### src/verilog/pcsc_defs.svh
// Offsets, field positions, reset values and timing counts
// Assumes inclusion by the single design module pcsc_serial_config; the package does not include it
`ifndef PCSC_DEFS_SVH
`define PCSC_DEFS_SVH

// ==========================================================
// Instruction word fields
`define PCSC_WORD_W       24
`define PCSC_DATA_HI      23
`define PCSC_DATA_LO      11
`define PCSC_GSEL_BIT     10
`define PCSC_ADDR_HI      9
`define PCSC_ADDR_LO      6
`define PCSC_CHAN_BIT     5
`define PCSC_READ_BIT     4
`define PCSC_FUNC_HI      3
`define PCSC_FUNC_LO      0

// ==========================================================
// Chip function codes
`define PCSC_F_IDLE       4'h0
`define PCSC_F_PART_ID    4'h1
`define PCSC_F_REVISION   4'h2
`define PCSC_F_AUTOCAL    4'h3
`define PCSC_F_GSWITCH    4'h4
`define PCSC_F_CALSCALE   4'h5
`define PCSC_F_DIAG       4'h6
`define PCSC_F_RESET      4'hF

// ==========================================================
// Channel function codes
`define PCSC_C_STATE      4'h0
`define PCSC_C_HIZ        4'h1
`define PCSC_C_LOZ        4'h2
`define PCSC_C_GROUP      4'hF

// ==========================================================
// State field layout and reset values
`define PCSC_OVR_LEVEL    6
`define PCSC_OVR_DRIVE    7
`define PCSC_OVR_EN       8
`define PCSC_CALSCALE_RST 8'hFF

// ==========================================================
// Timing counts in serial-clock edges
`define PCSC_EXEC_EDGES   7
`define PCSC_CAL_EDGES    576
`define PCSC_READ_BITS    24
`define PCSC_READ_LEAD    5

`endif

### src/verilog/pcsc_pkg.sv
// Types shared by the serial configuration block
// Assumes pcsc_defs.svh sits on the include path
package pcsc_pkg;

    // ======================================================
    // Decoded instruction word
    typedef struct packed {
        logic [12:0] data;
        logic        group_sel;
        logic [3:0]  addr;
        logic        chan;
        logic        read;
        logic [3:0]  func;
    } pcsc_instr_t;

    // ======================================================
    // Per-lane driver controls
    typedef struct packed {
        logic [5:0] switches;
        logic       drive_level;
        logic       drive_enable;
    } pcsc_lane_out_t;

    typedef enum logic [1:0] {
        CAL_IDLE,
        CAL_RUN,
        CAL_APPLY
    } pcsc_cal_state_t;

endpackage : pcsc_pkg

### src/verilog/pcsc_serial_config.sv
// Instruction decoder and register map of the serial config port
// Assumes serial_data_in, load_strobe and comparator inputs are
// synchronous to serial_clock; the analog side acts on outputs.
`include "pcsc_defs.svh"

// Operation
// Eight group writes, one per group
// Group writes write-only, effects readable per lane
// Group write overrides member lane states
// Controller encodes group write bits properly
// Each lane holds 8-bit group membership
// Calibration trigger write starts autocal
// All four lanes calibrate in parallel
// Calibration takes 576 clock edges
// No continuity switch closing during calibration; not enforced, continuity_test_circuit follows state bit 4 while cal_busy
// New codes applied to every driver
// Controller recalibrates after level changes
// Group and lane state share layout
// Latch at strobe, execute within seven edges
// Readback: five ignored, thirteen data, six zeros
// Lane addresses 0 to 3 accepted
// Overrides act only when override enabled
// Fixed instruction word field layout
// Function codes per lane and chip
// Comparator states read back, not writable
module pcsc_serial_config
    import pcsc_pkg::*;
#(
    parameter int          LANES    = 4,
    parameter int          GROUPS   = 8,
    parameter logic [12:0] PART_ID  = 13'h0A5A, // Arbitrary value
    parameter logic [12:0] REVISION = 13'h0003, // Arbitrary value
    parameter logic [7:0]  CAL_CODE = 8'h80     // Stand-in result
) (
    input  logic                 serial_clock,
    input  logic                 reset,
    input  logic                 serial_data_in,
    input  logic                 load_strobe,
    output logic                 serial_data_out,
    input  logic [LANES-1:0]     comparator_a_state,
    input  logic [LANES-1:0]     comparator_b_state,
    input  logic [LANES-1:0]     external_level_select,
    input  logic [LANES-1:0]     external_drive_enable,
    output pcsc_lane_out_t [LANES-1:0] lane_out,
    output logic [LANES-1:0]     continuity_test_circuit,
    output logic                 global_switch_control,
    output logic [7:0]           chipwide_cal_scale,
    output logic                 cal_busy,
    output logic                 cal_apply,
    output logic [LANES-1:0][7:0] high_level_z_code,
    output logic [LANES-1:0][7:0] low_level_z_code
);

    // ======================================================
    // Shift and latch
    logic [23:0]       shift_reg;
    pcsc_instr_t       instr_reg;
    logic              exec_reg;
    logic [2:0]        exec_cnt_reg;
    logic              soft_reset;

    always_ff @(posedge serial_clock or posedge reset) begin
        if (reset) begin
            shift_reg <= 24'h000000;
        end else begin
            shift_reg <= {shift_reg[22:0], serial_data_in};
        end
    end

    // Word latched on the strobe edge, decoded next edge
    always_ff @(posedge serial_clock or posedge reset) begin
        if (reset) begin
            instr_reg <= '0;
            exec_reg  <= 1'b0;
        end else begin
            exec_reg <= load_strobe;
            if (load_strobe) begin
                instr_reg <= {shift_reg[22:0], serial_data_in};
            end
        end
    end

    // Execution window count, not read or output anywhere
    always_ff @(posedge serial_clock or posedge reset) begin
        if (reset) begin
            exec_cnt_reg <= 3'h0;
        end else if (load_strobe) begin
            exec_cnt_reg <= 3'(`PCSC_EXEC_EDGES);
        end else if (exec_cnt_reg != 3'h0) begin
            exec_cnt_reg <= exec_cnt_reg - 3'h1;
        end
    end

    // ======================================================
    // Decode
    logic is_chip;
    logic is_lane;
    logic is_group;
    logic wr_en;

    function automatic logic lane_hit(input pcsc_instr_t i,
                                      input int         n);
        return i.chan && !i.group_sel && i.addr == 4'(n);
    endfunction : lane_hit

    assign is_chip  = !instr_reg.chan;
    assign is_lane  = instr_reg.chan && !instr_reg.group_sel
                      && instr_reg.addr < 4'(LANES);
    assign is_group = instr_reg.chan && instr_reg.group_sel
                      && instr_reg.func == 4'h0
                      && !instr_reg.read
                      && instr_reg.addr < 4'(GROUPS);
    assign wr_en    = exec_reg && !instr_reg.read;

    assign soft_reset = wr_en && is_chip
                        && instr_reg.func == `PCSC_F_RESET
                        && instr_reg.data[0];

    // ======================================================
    // Lane registers
    logic [LANES-1:0][8:0]  state_reg;
    logic [LANES-1:0][7:0]  group_reg;
    logic [LANES-1:0][7:0]  hiz_reg;
    logic [LANES-1:0][7:0]  loz_reg;
    logic                   group_clear;

    assign group_clear = wr_en && is_chip
                         && instr_reg.func == `PCSC_F_RESET
                         && instr_reg.data[1];

    // Group write has priority only by being a distinct opcode
    always_ff @(posedge serial_clock or posedge reset) begin
        if (reset) begin
            state_reg <= '0;
        end else if (soft_reset) begin
            state_reg <= '0;
        end else if (wr_en) begin
            for (int n = 0; n < LANES; n++) begin
                if (lane_hit(instr_reg, n)
                    && instr_reg.func == `PCSC_C_STATE) begin
                    // Comparator bits D10..D9 not stored
                    state_reg[n] <= instr_reg.data[8:0];
                end else if (is_group
                    && group_reg[n][instr_reg.addr[2:0]]) begin
                    state_reg[n] <= instr_reg.data[8:0];
                end
            end
        end
    end

    always_ff @(posedge serial_clock or posedge reset) begin
        if (reset) begin
            group_reg <= '0;
        end else if (soft_reset || group_clear) begin
            group_reg <= '0;
        end else if (wr_en) begin
            for (int n = 0; n < LANES; n++) begin
                if (lane_hit(instr_reg, n)
                    && instr_reg.func == `PCSC_C_GROUP) begin
                    group_reg[n] <= instr_reg.data[7:0];
                end
            end
        end
    end

    // ======================================================
    // Chip registers
    logic       cal_req_reg;
    logic       gswitch_reg;
    logic [7:0] calscale_reg;

    always_ff @(posedge serial_clock or posedge reset) begin
        if (reset) begin
            gswitch_reg  <= 1'b0;
            calscale_reg <= `PCSC_CALSCALE_RST;
        end else if (soft_reset) begin
            gswitch_reg  <= 1'b0;
            calscale_reg <= `PCSC_CALSCALE_RST;
        end else if (wr_en && is_chip) begin
            if (instr_reg.func == `PCSC_F_GSWITCH) begin
                gswitch_reg <= instr_reg.data[0];
            end
            if (instr_reg.func == `PCSC_F_CALSCALE) begin
                calscale_reg <= instr_reg.data[7:0];
            end
        end
    end

    assign cal_req_reg = wr_en && is_chip
                         && instr_reg.func == `PCSC_F_AUTOCAL
                         && instr_reg.data[0];

    // ======================================================
    // Calibration sequencer
    pcsc_cal_state_t cal_state_reg;
    logic [9:0]      cal_cnt_reg;

    always_ff @(posedge serial_clock or posedge reset) begin
        if (reset) begin
            cal_state_reg <= CAL_IDLE;
            cal_cnt_reg   <= 10'h000;
        end else if (soft_reset) begin
            cal_state_reg <= CAL_IDLE;
            cal_cnt_reg   <= 10'h000;
        end else begin
            case (cal_state_reg)
                CAL_IDLE: begin
                    if (cal_req_reg) begin
                        cal_state_reg <= CAL_RUN;
                        cal_cnt_reg   <= 10'(`PCSC_CAL_EDGES - 1);
                    end
                end
                CAL_RUN: begin
                    if (cal_cnt_reg == 10'h000) begin
                        cal_state_reg <= CAL_APPLY;
                    end else begin
                        cal_cnt_reg <= cal_cnt_reg - 10'h001;
                    end
                end
                default: begin
                    cal_state_reg <= CAL_IDLE;
                end
            endcase
        end
    end

    // Codes loaded for every lane at once, drivers on or off
    always_ff @(posedge serial_clock or posedge reset) begin
        if (reset) begin
            hiz_reg <= '0;
            loz_reg <= '0;
        end else if (soft_reset) begin
            hiz_reg <= '0;
            loz_reg <= '0;
        end else if (cal_state_reg == CAL_APPLY) begin
            for (int n = 0; n < LANES; n++) begin
                hiz_reg[n] <= CAL_CODE;
                loz_reg[n] <= CAL_CODE;
            end
        end else if (wr_en) begin
            for (int n = 0; n < LANES; n++) begin
                if (lane_hit(instr_reg, n)) begin
                    if (instr_reg.func == `PCSC_C_HIZ) begin
                        hiz_reg[n] <= instr_reg.data[7:0];
                    end
                    if (instr_reg.func == `PCSC_C_LOZ) begin
                        loz_reg[n] <= instr_reg.data[7:0];
                    end
                end
            end
        end
    end

    // ======================================================
    // Readback
    logic [12:0] rd_data;
    logic [23:0] rd_shift_reg;
    logic [4:0]  rd_cnt_reg;
    logic [3:0]  rd_lane;

    always_comb begin
        rd_data = 13'h0000;
        rd_lane = instr_reg.addr;
        if (is_chip) begin
            if (instr_reg.func == `PCSC_F_PART_ID) begin
                rd_data = PART_ID;
            end else if (instr_reg.func == `PCSC_F_REVISION) begin
                rd_data = REVISION;
            end else if (instr_reg.func == `PCSC_F_AUTOCAL) begin
                rd_data = {12'h000, cal_busy};
            end else if (instr_reg.func == `PCSC_F_GSWITCH) begin
                rd_data = {12'h000, gswitch_reg};
            end else if (instr_reg.func == `PCSC_F_CALSCALE) begin
                rd_data = {5'h00, calscale_reg};
            end
        end else if (is_lane) begin
            if (instr_reg.func == `PCSC_C_STATE) begin
                rd_data = {2'h0, comparator_a_state[rd_lane[1:0]],
                           comparator_b_state[rd_lane[1:0]],
                           state_reg[rd_lane[1:0]]};
            end else if (instr_reg.func == `PCSC_C_HIZ) begin
                rd_data = {5'h00, hiz_reg[rd_lane[1:0]]};
            end else if (instr_reg.func == `PCSC_C_LOZ) begin
                rd_data = {5'h00, loz_reg[rd_lane[1:0]]};
            end else if (instr_reg.func == `PCSC_C_GROUP) begin
                rd_data = {5'h00, group_reg[rd_lane[1:0]]};
            end
        end
    end

    // Group writes are never read: the read bit blocks them
    always_ff @(posedge serial_clock or posedge reset) begin
        if (reset) begin
            rd_shift_reg <= 24'h000000;
            rd_cnt_reg   <= 5'h00;
        end else if (exec_reg && instr_reg.read && !is_group) begin
            rd_shift_reg <= {6'h00, rd_data, 5'h00};
            rd_cnt_reg   <= 5'(`PCSC_READ_BITS);
        end else if (rd_cnt_reg != 5'h00) begin
            rd_shift_reg <= {1'b0, rd_shift_reg[23:1]};
            rd_cnt_reg   <= rd_cnt_reg - 5'h01;
        end
    end

    // Echo path simplified to the oldest shifted bit
    always_ff @(negedge serial_clock or posedge reset) begin
        if (reset) begin
            serial_data_out <= 1'b0;
        end else if (rd_cnt_reg != 5'h00) begin
            serial_data_out <= rd_shift_reg[0];
        end else begin
            serial_data_out <= shift_reg[23];
        end
    end

    // ======================================================
    // Driver controls
    always_comb begin
        for (int n = 0; n < LANES; n++) begin
            lane_out[n].switches = state_reg[n][5:0];
            if (state_reg[n][`PCSC_OVR_EN]) begin
                lane_out[n].drive_level =
                    state_reg[n][`PCSC_OVR_LEVEL];
                lane_out[n].drive_enable =
                    state_reg[n][`PCSC_OVR_DRIVE];
            end else begin
                lane_out[n].drive_level  = external_level_select[n];
                lane_out[n].drive_enable = external_drive_enable[n];
            end
            continuity_test_circuit[n] = state_reg[n][4];
        end
    end

    assign global_switch_control = gswitch_reg;
    assign chipwide_cal_scale    = calscale_reg;
    assign cal_busy              = cal_state_reg != CAL_IDLE;
    assign cal_apply             = cal_state_reg == CAL_APPLY;
    assign high_level_z_code     = hiz_reg;
    assign low_level_z_code      = loz_reg;

endmodule : pcsc_serial_config

### config.mk
export PLATFORM = sky130hd
export DESIGN_NAME = pcsc_serial_config
export DESIGN_NICKNAME = d
export VERILOG_FILES = /design/src/verilog/pcsc_pkg.sv /design/src/verilog/pcsc_serial_config.sv
export VERILOG_INCLUDE_DIRS = /design/src /design/src/verilog
export SDC_FILE = /design/constraint.sdc
export NUM_CORES = 1
export LEC_CHECK = 0
export BUFFER_PORTS_ARGS = -buffer_cell sky130_fd_sc_hd__clkbuf_2
export CORE_UTILIZATION = 32
export DETAILED_ROUTE_END_ITERATION = 16
export GPL_TIMING_DRIVEN = 1
export PLACE_DENSITY = 0.52
export SLEW_MARGIN = 20
export SYNTH_ARGS = -nofsm -noshare
export SYNTH_HDL_FRONTEND = slang
export SYNTH_SLANG_ARGS = --single-unit
### constraint.sdc
create_clock -name serial_clock -period 8.3 [get_ports serial_clock]
set_clock_uncertainty 0.2 [all_clocks]
set_input_delay 2.075 -clock serial_clock [delete_from_list [all_inputs] [get_ports serial_clock]]
set_output_delay 2.075 -clock serial_clock [all_outputs]
set_load 0.01 [all_outputs]
# Word level (Yosys, flattened, before mapping)
# Index checks and enable logic that the tools add are counted.
# W data, S select, Z words.
# word_totals
wordCells	221
ff_bits	228
out_inout_bits	112
# op_classes
mux	86
n_addsub	2
reduce_logical	84
eq_ne	14
n_lt_le_gt_ge	4
# op_table
cell	count
$mux W32	8
$mux W8	27
$mux W9	9
$mux W36	2
$bmux W8 S2	3
$mux W24	2
$reduce_bool A3 Y1	12
$logic_and A1 B1 Y1	31
$mux W10	3
$reduce_and A3 Y1	9
$mux W11	2
$reduce_and A2 Y1	11
$reduce_bool A2 Y1	11
$pmux W10 S2	1
$bmux W9 S2	1
$eq A4 B2 Y1 const B	4
$mux W2	7
$mux W13	1
$bmux W1 S3	4
$mux W12	1
$logic_not A10 Y1	1
$mux W1	10
$mux W5	2
$sub A10 B1 Y10 const B	1
other kinds (18)	27

# Logic depth before layout (Yosys ltp)
# depth
word_depth	9
mapped_depth	9
ltp_nobuf	8

==> PnR_summary.wiki <==
{| class="wikitable"
! Metric !! Value
|-
| Outcome || completed
|-
| Clock latency on the worst-skew pair || 520 ps
|-
| Final max-slew violation count || 0
|-
| Classification of the worst setup path || reg2out
|-
| Maximum number of pins on one net before global-route repair || 75
|-
| Worst Setup Slack post-DPL || 1390 ps
|-
| Initial Utilization || between 30% and 40%
|-
| Number of antenna violations at the first check in global routing || 0
|-
| Detailed Route Iter0 Violations || about 430
|-
| Count of vias placed by the detailed router || 7147
|-
| DP Area || 0.0116 sq mm
|-
| Netlist area before placement || 0.0108 sq mm
|-
| Sequential share of the synthesized area || 51.5%
|-
| Cts bufs inserted || 25
|-
| I/O pin count || 132
|-
| Port bufs || 131
|-
| Diodes inserted || 0
|-
| Global routing met3 resource utilization || 3.05%
|-
| Utilization after layout || 37.7%
|-
| Largest area contributor in the netlist || sky130_fd_sc_hd__dfrtp_1
|-
| Global routing's busiest layer || met2
|-
| Mapped Cells || 855
|-
| Resized cells post-CTS || 0
|-
| Total GRT Usage || 17.3%
|-
| Global route total overflow || 0
|-
| Final weighted congestion in routability-driven placement || 0.798
|-
| Number of buffer and inverter stages on the critical path || 1
|-
| Area growth from synthesis to layout || 15.0%
|-
| Setup repair after global routing missed its margin || no
|-
| Routed wirelength normalized by instance count || 21.0 um
|-
| Share of post-route cells with drive strength above 1 || 39.3%
|-
| EDFF count, synth || 0
|-
| Total detailed-routing wirelength || between 20 and 30 mm
|-
| Async S/R FF share, synth || 100%
|-
| Peak fanout along the critical path || 1
|-
| Wire length of the first global-routing pass || around 45 mm
|-
| Post-layout instance area || 0.0124 sq mm
|-
| Total clock sinks || 221
|-
| Number of fillers in the final layout || approximately 3200
|-
| Total of hold buffers inserted after clock tree synthesis || 0
|-
| Number of detailed-route iterations in the first pass || 4
|-
| Die area || 0.0344 sq mm
|-
| Flip-flop and latch count after synthesis || 221
|-
| Met2 global-route usage || 27.0%
|-
| CTS HTree Levels || 1
|-
| Cells traversed along the worst timing path || clkbuf_2
|-
| Data arrival at the endpoint of the critical path || 5170 ps
|-
| Area share of the leading cell type in the synthesized netlist || 49.3%
|-
| Final setup violation count || 0
|-
| Vias/cell || 5.10
|-
| Leakage power figure || approximately 6 nW
|-
| Area of the core || 0.0328 sq mm
|-
| Std cell rows || 66
|-
| Master of the slowest instance on the critical path || sky130_fd_sc_hd__dfrtn_1
|-
| Via count of the first global-routing pass || about 7000
|-
| Ratio of total power to cell area || 271 mW/mm^2
|-
| Max Cap Violations || 0
|-
| Highest-count cells in the layout ignoring fill and taps || sky130_fd_sc_hd__dfrtp_1, sky130_fd_sc_hd__clkbuf_2, sky130_fd_sc_hd__mux2_2
|-
| Final setup margin || 854 ps
|-
| Final Hold Viols || 0
|-
| Primary flip-flop cell chosen by synthesis mapping || sky130_fd_sc_hd__dfrtp_1
|-
| Max IR drop VDD || between 100 and 150 uV
|-
| Kind of cell adding the most delay to the critical path || flip-flops
|-
| Net count of the finished layout || 967
|-
| Met1 GRT Util || 24.7%
|-
| Classification of the worst-slack hold path || reg2reg
|-
| Clock-pin transition on the worst setup and hold timing paths || 60 ps
|-
| Maximum count of clock buffers along a single path || 3
|-
| Setup crit end kind || primary output
|-
| Relative slew margins || 38.2%
|-
| Die boundary height || around 190 um
|-
| Critical path launch point type || flip-flop
|-
| Data required time of the worst path || 6030 ps
|-
| Mean Syn Cell Area || between 10 and 15 sq um
|-
| Die X || 185 um
|-
| TritonCTS clock tree || done
|-
| Yosys Warn Count || 0
|-
| Post CTS Setup Buffer Count || 0
|-
| Detail Route Antenna Nets || 0
|-
| Dpl hpwl || 20.3 mm
|-
| Ranking of synthesized cells by area || sky130_fd_sc_hd__dfrtp_1, sky130_fd_sc_hd__mux2_2, sky130_fd_sc_hd__mux4_2
|-
| Commonest non-fill, non-tap cell in the layout || sky130_fd_sc_hd__dfrtp_1
|-
| Unique masters post-synth || 64
|-
| Actual slew at the worst max-slew pin || around 930 ps
|-
| CP max stage delay || between 300 and 400 ps
|-
| Post-synthesis net count || roughly 880
|-
| CTS root buffer || sky130_fd_sc_hd__clkbuf_16
|-
| Residual DRC || 0
|}
## logic make-up (layout without fill, tap and decap cells)
group,Yosys count,after routing,synth area share [%]
compound gates,120,120,7.34
xor+xnor,1,1,0.0814
fa+ha+maj,2,2,0.233
buf+inv,89,193,4.63
flops,221,221,51.5
mux,195,195,25.2
simple gates,227,227,11.0
## report_power, final
part	leakage [nW]	internal, mW	switching (mW)
Clock	0.377	0.644	0.429
Sequential	2.88	1.30	0.210
Combinational	2.59	0.372	0.397
Total	5.84	2.31	1.04
## area by class of cell
class | instances | area (sq um) | area share [%]
flip-flops and latches | 221 | 5540 | 44.8
multi-input cells | 545 | 4730 | 38.2
repair buffers | 140 | 723 | 5.85
clock buffers | 34 | 659 | 5.33
well taps | 442 | 553 | 4.47
clock inverters | 7 | 110 | 0.890
inverters | 12 | 48.8 | 0.395
## final timing paths
kind	from	to	slack (ps)	cells past startpoint
min in group asynchronous	reset	cal_cnt_reg[9]$_DFFE_PP0P_	1360	2
worst max register to register	rd_cnt_reg[0]$_DFFE_PP0P_	serial_data_out$_DFF_NP0_	2080	5
max in group asynchronous	reset	serial_data_out$_DFF_NP0_	2190	2
worst min register to register	shift_reg[22]$_DFF_PP0_	shift_reg[23]$_DFF_PP0_	140	0
worst max-delay path	serial_data_out$_DFF_NP0_	serial_data_out	850	1
worst min-delay path	shift_reg[22]$_DFF_PP0_	shift_reg[23]$_DFF_PP0_	140	0
## cell usage after synthesis, types with 3 or more instances
cell	count
sky130_fd_sc_hd__a211o_1	3
sky130_fd_sc_hd__a211oi_1	7
sky130_fd_sc_hd__a21oi_1	29
sky130_fd_sc_hd__a221oi_1	3
sky130_fd_sc_hd__a22o_1	5
sky130_fd_sc_hd__a22oi_1	7
sky130_fd_sc_hd__a31oi_1	7
sky130_fd_sc_hd__and2_1	20
sky130_fd_sc_hd__and3_1	7
sky130_fd_sc_hd__buf_1	4
sky130_fd_sc_hd__buf_2	17
sky130_fd_sc_hd__buf_4	30
sky130_fd_sc_hd__buf_6	4
sky130_fd_sc_hd__clkbuf_1	22
sky130_fd_sc_hd__dfrtp_1	212
sky130_fd_sc_hd__dfstp_2	8
sky130_fd_sc_hd__inv_1	11
sky130_fd_sc_hd__mux2_2	113
sky130_fd_sc_hd__mux2_4	16
sky130_fd_sc_hd__mux2i_1	23
sky130_fd_sc_hd__mux4_2	43
sky130_fd_sc_hd__nand2_1	85
sky130_fd_sc_hd__nand2b_1	5
sky130_fd_sc_hd__nand3_1	16
sky130_fd_sc_hd__nand3b_1	3
sky130_fd_sc_hd__nand4_1	7
sky130_fd_sc_hd__nor2_1	44
sky130_fd_sc_hd__nor2b_1	7
sky130_fd_sc_hd__nor3_1	7
sky130_fd_sc_hd__nor3_4	3
sky130_fd_sc_hd__o21ai_0	36
sky130_fd_sc_hd__o21ai_2	6
sky130_fd_sc_hd__o22ai_1	3
sky130_fd_sc_hd__or3_1	5
## per-stage QoR
stage	hold slack (ps)	cells	total power, mW	TNS, ps
floorplan	131	855	1.98	-868
global placement	133	1360	2.29	0
detailed placement	135	1360	2.30	0
CTS	144	1401	3.39	0
global route	151	1401	3.53	0
finish	142	1401	3.35	0
## per-layer routing
layer | wire [um] | share of wire, %
met1 | 13500 | 46
met5 | 0 | 0
met4 | 516 | 1.8
met3 | 1490 | 5.1
met2 | 13900 | 47
Note: power is estimated with default switching activity, not from simulation.
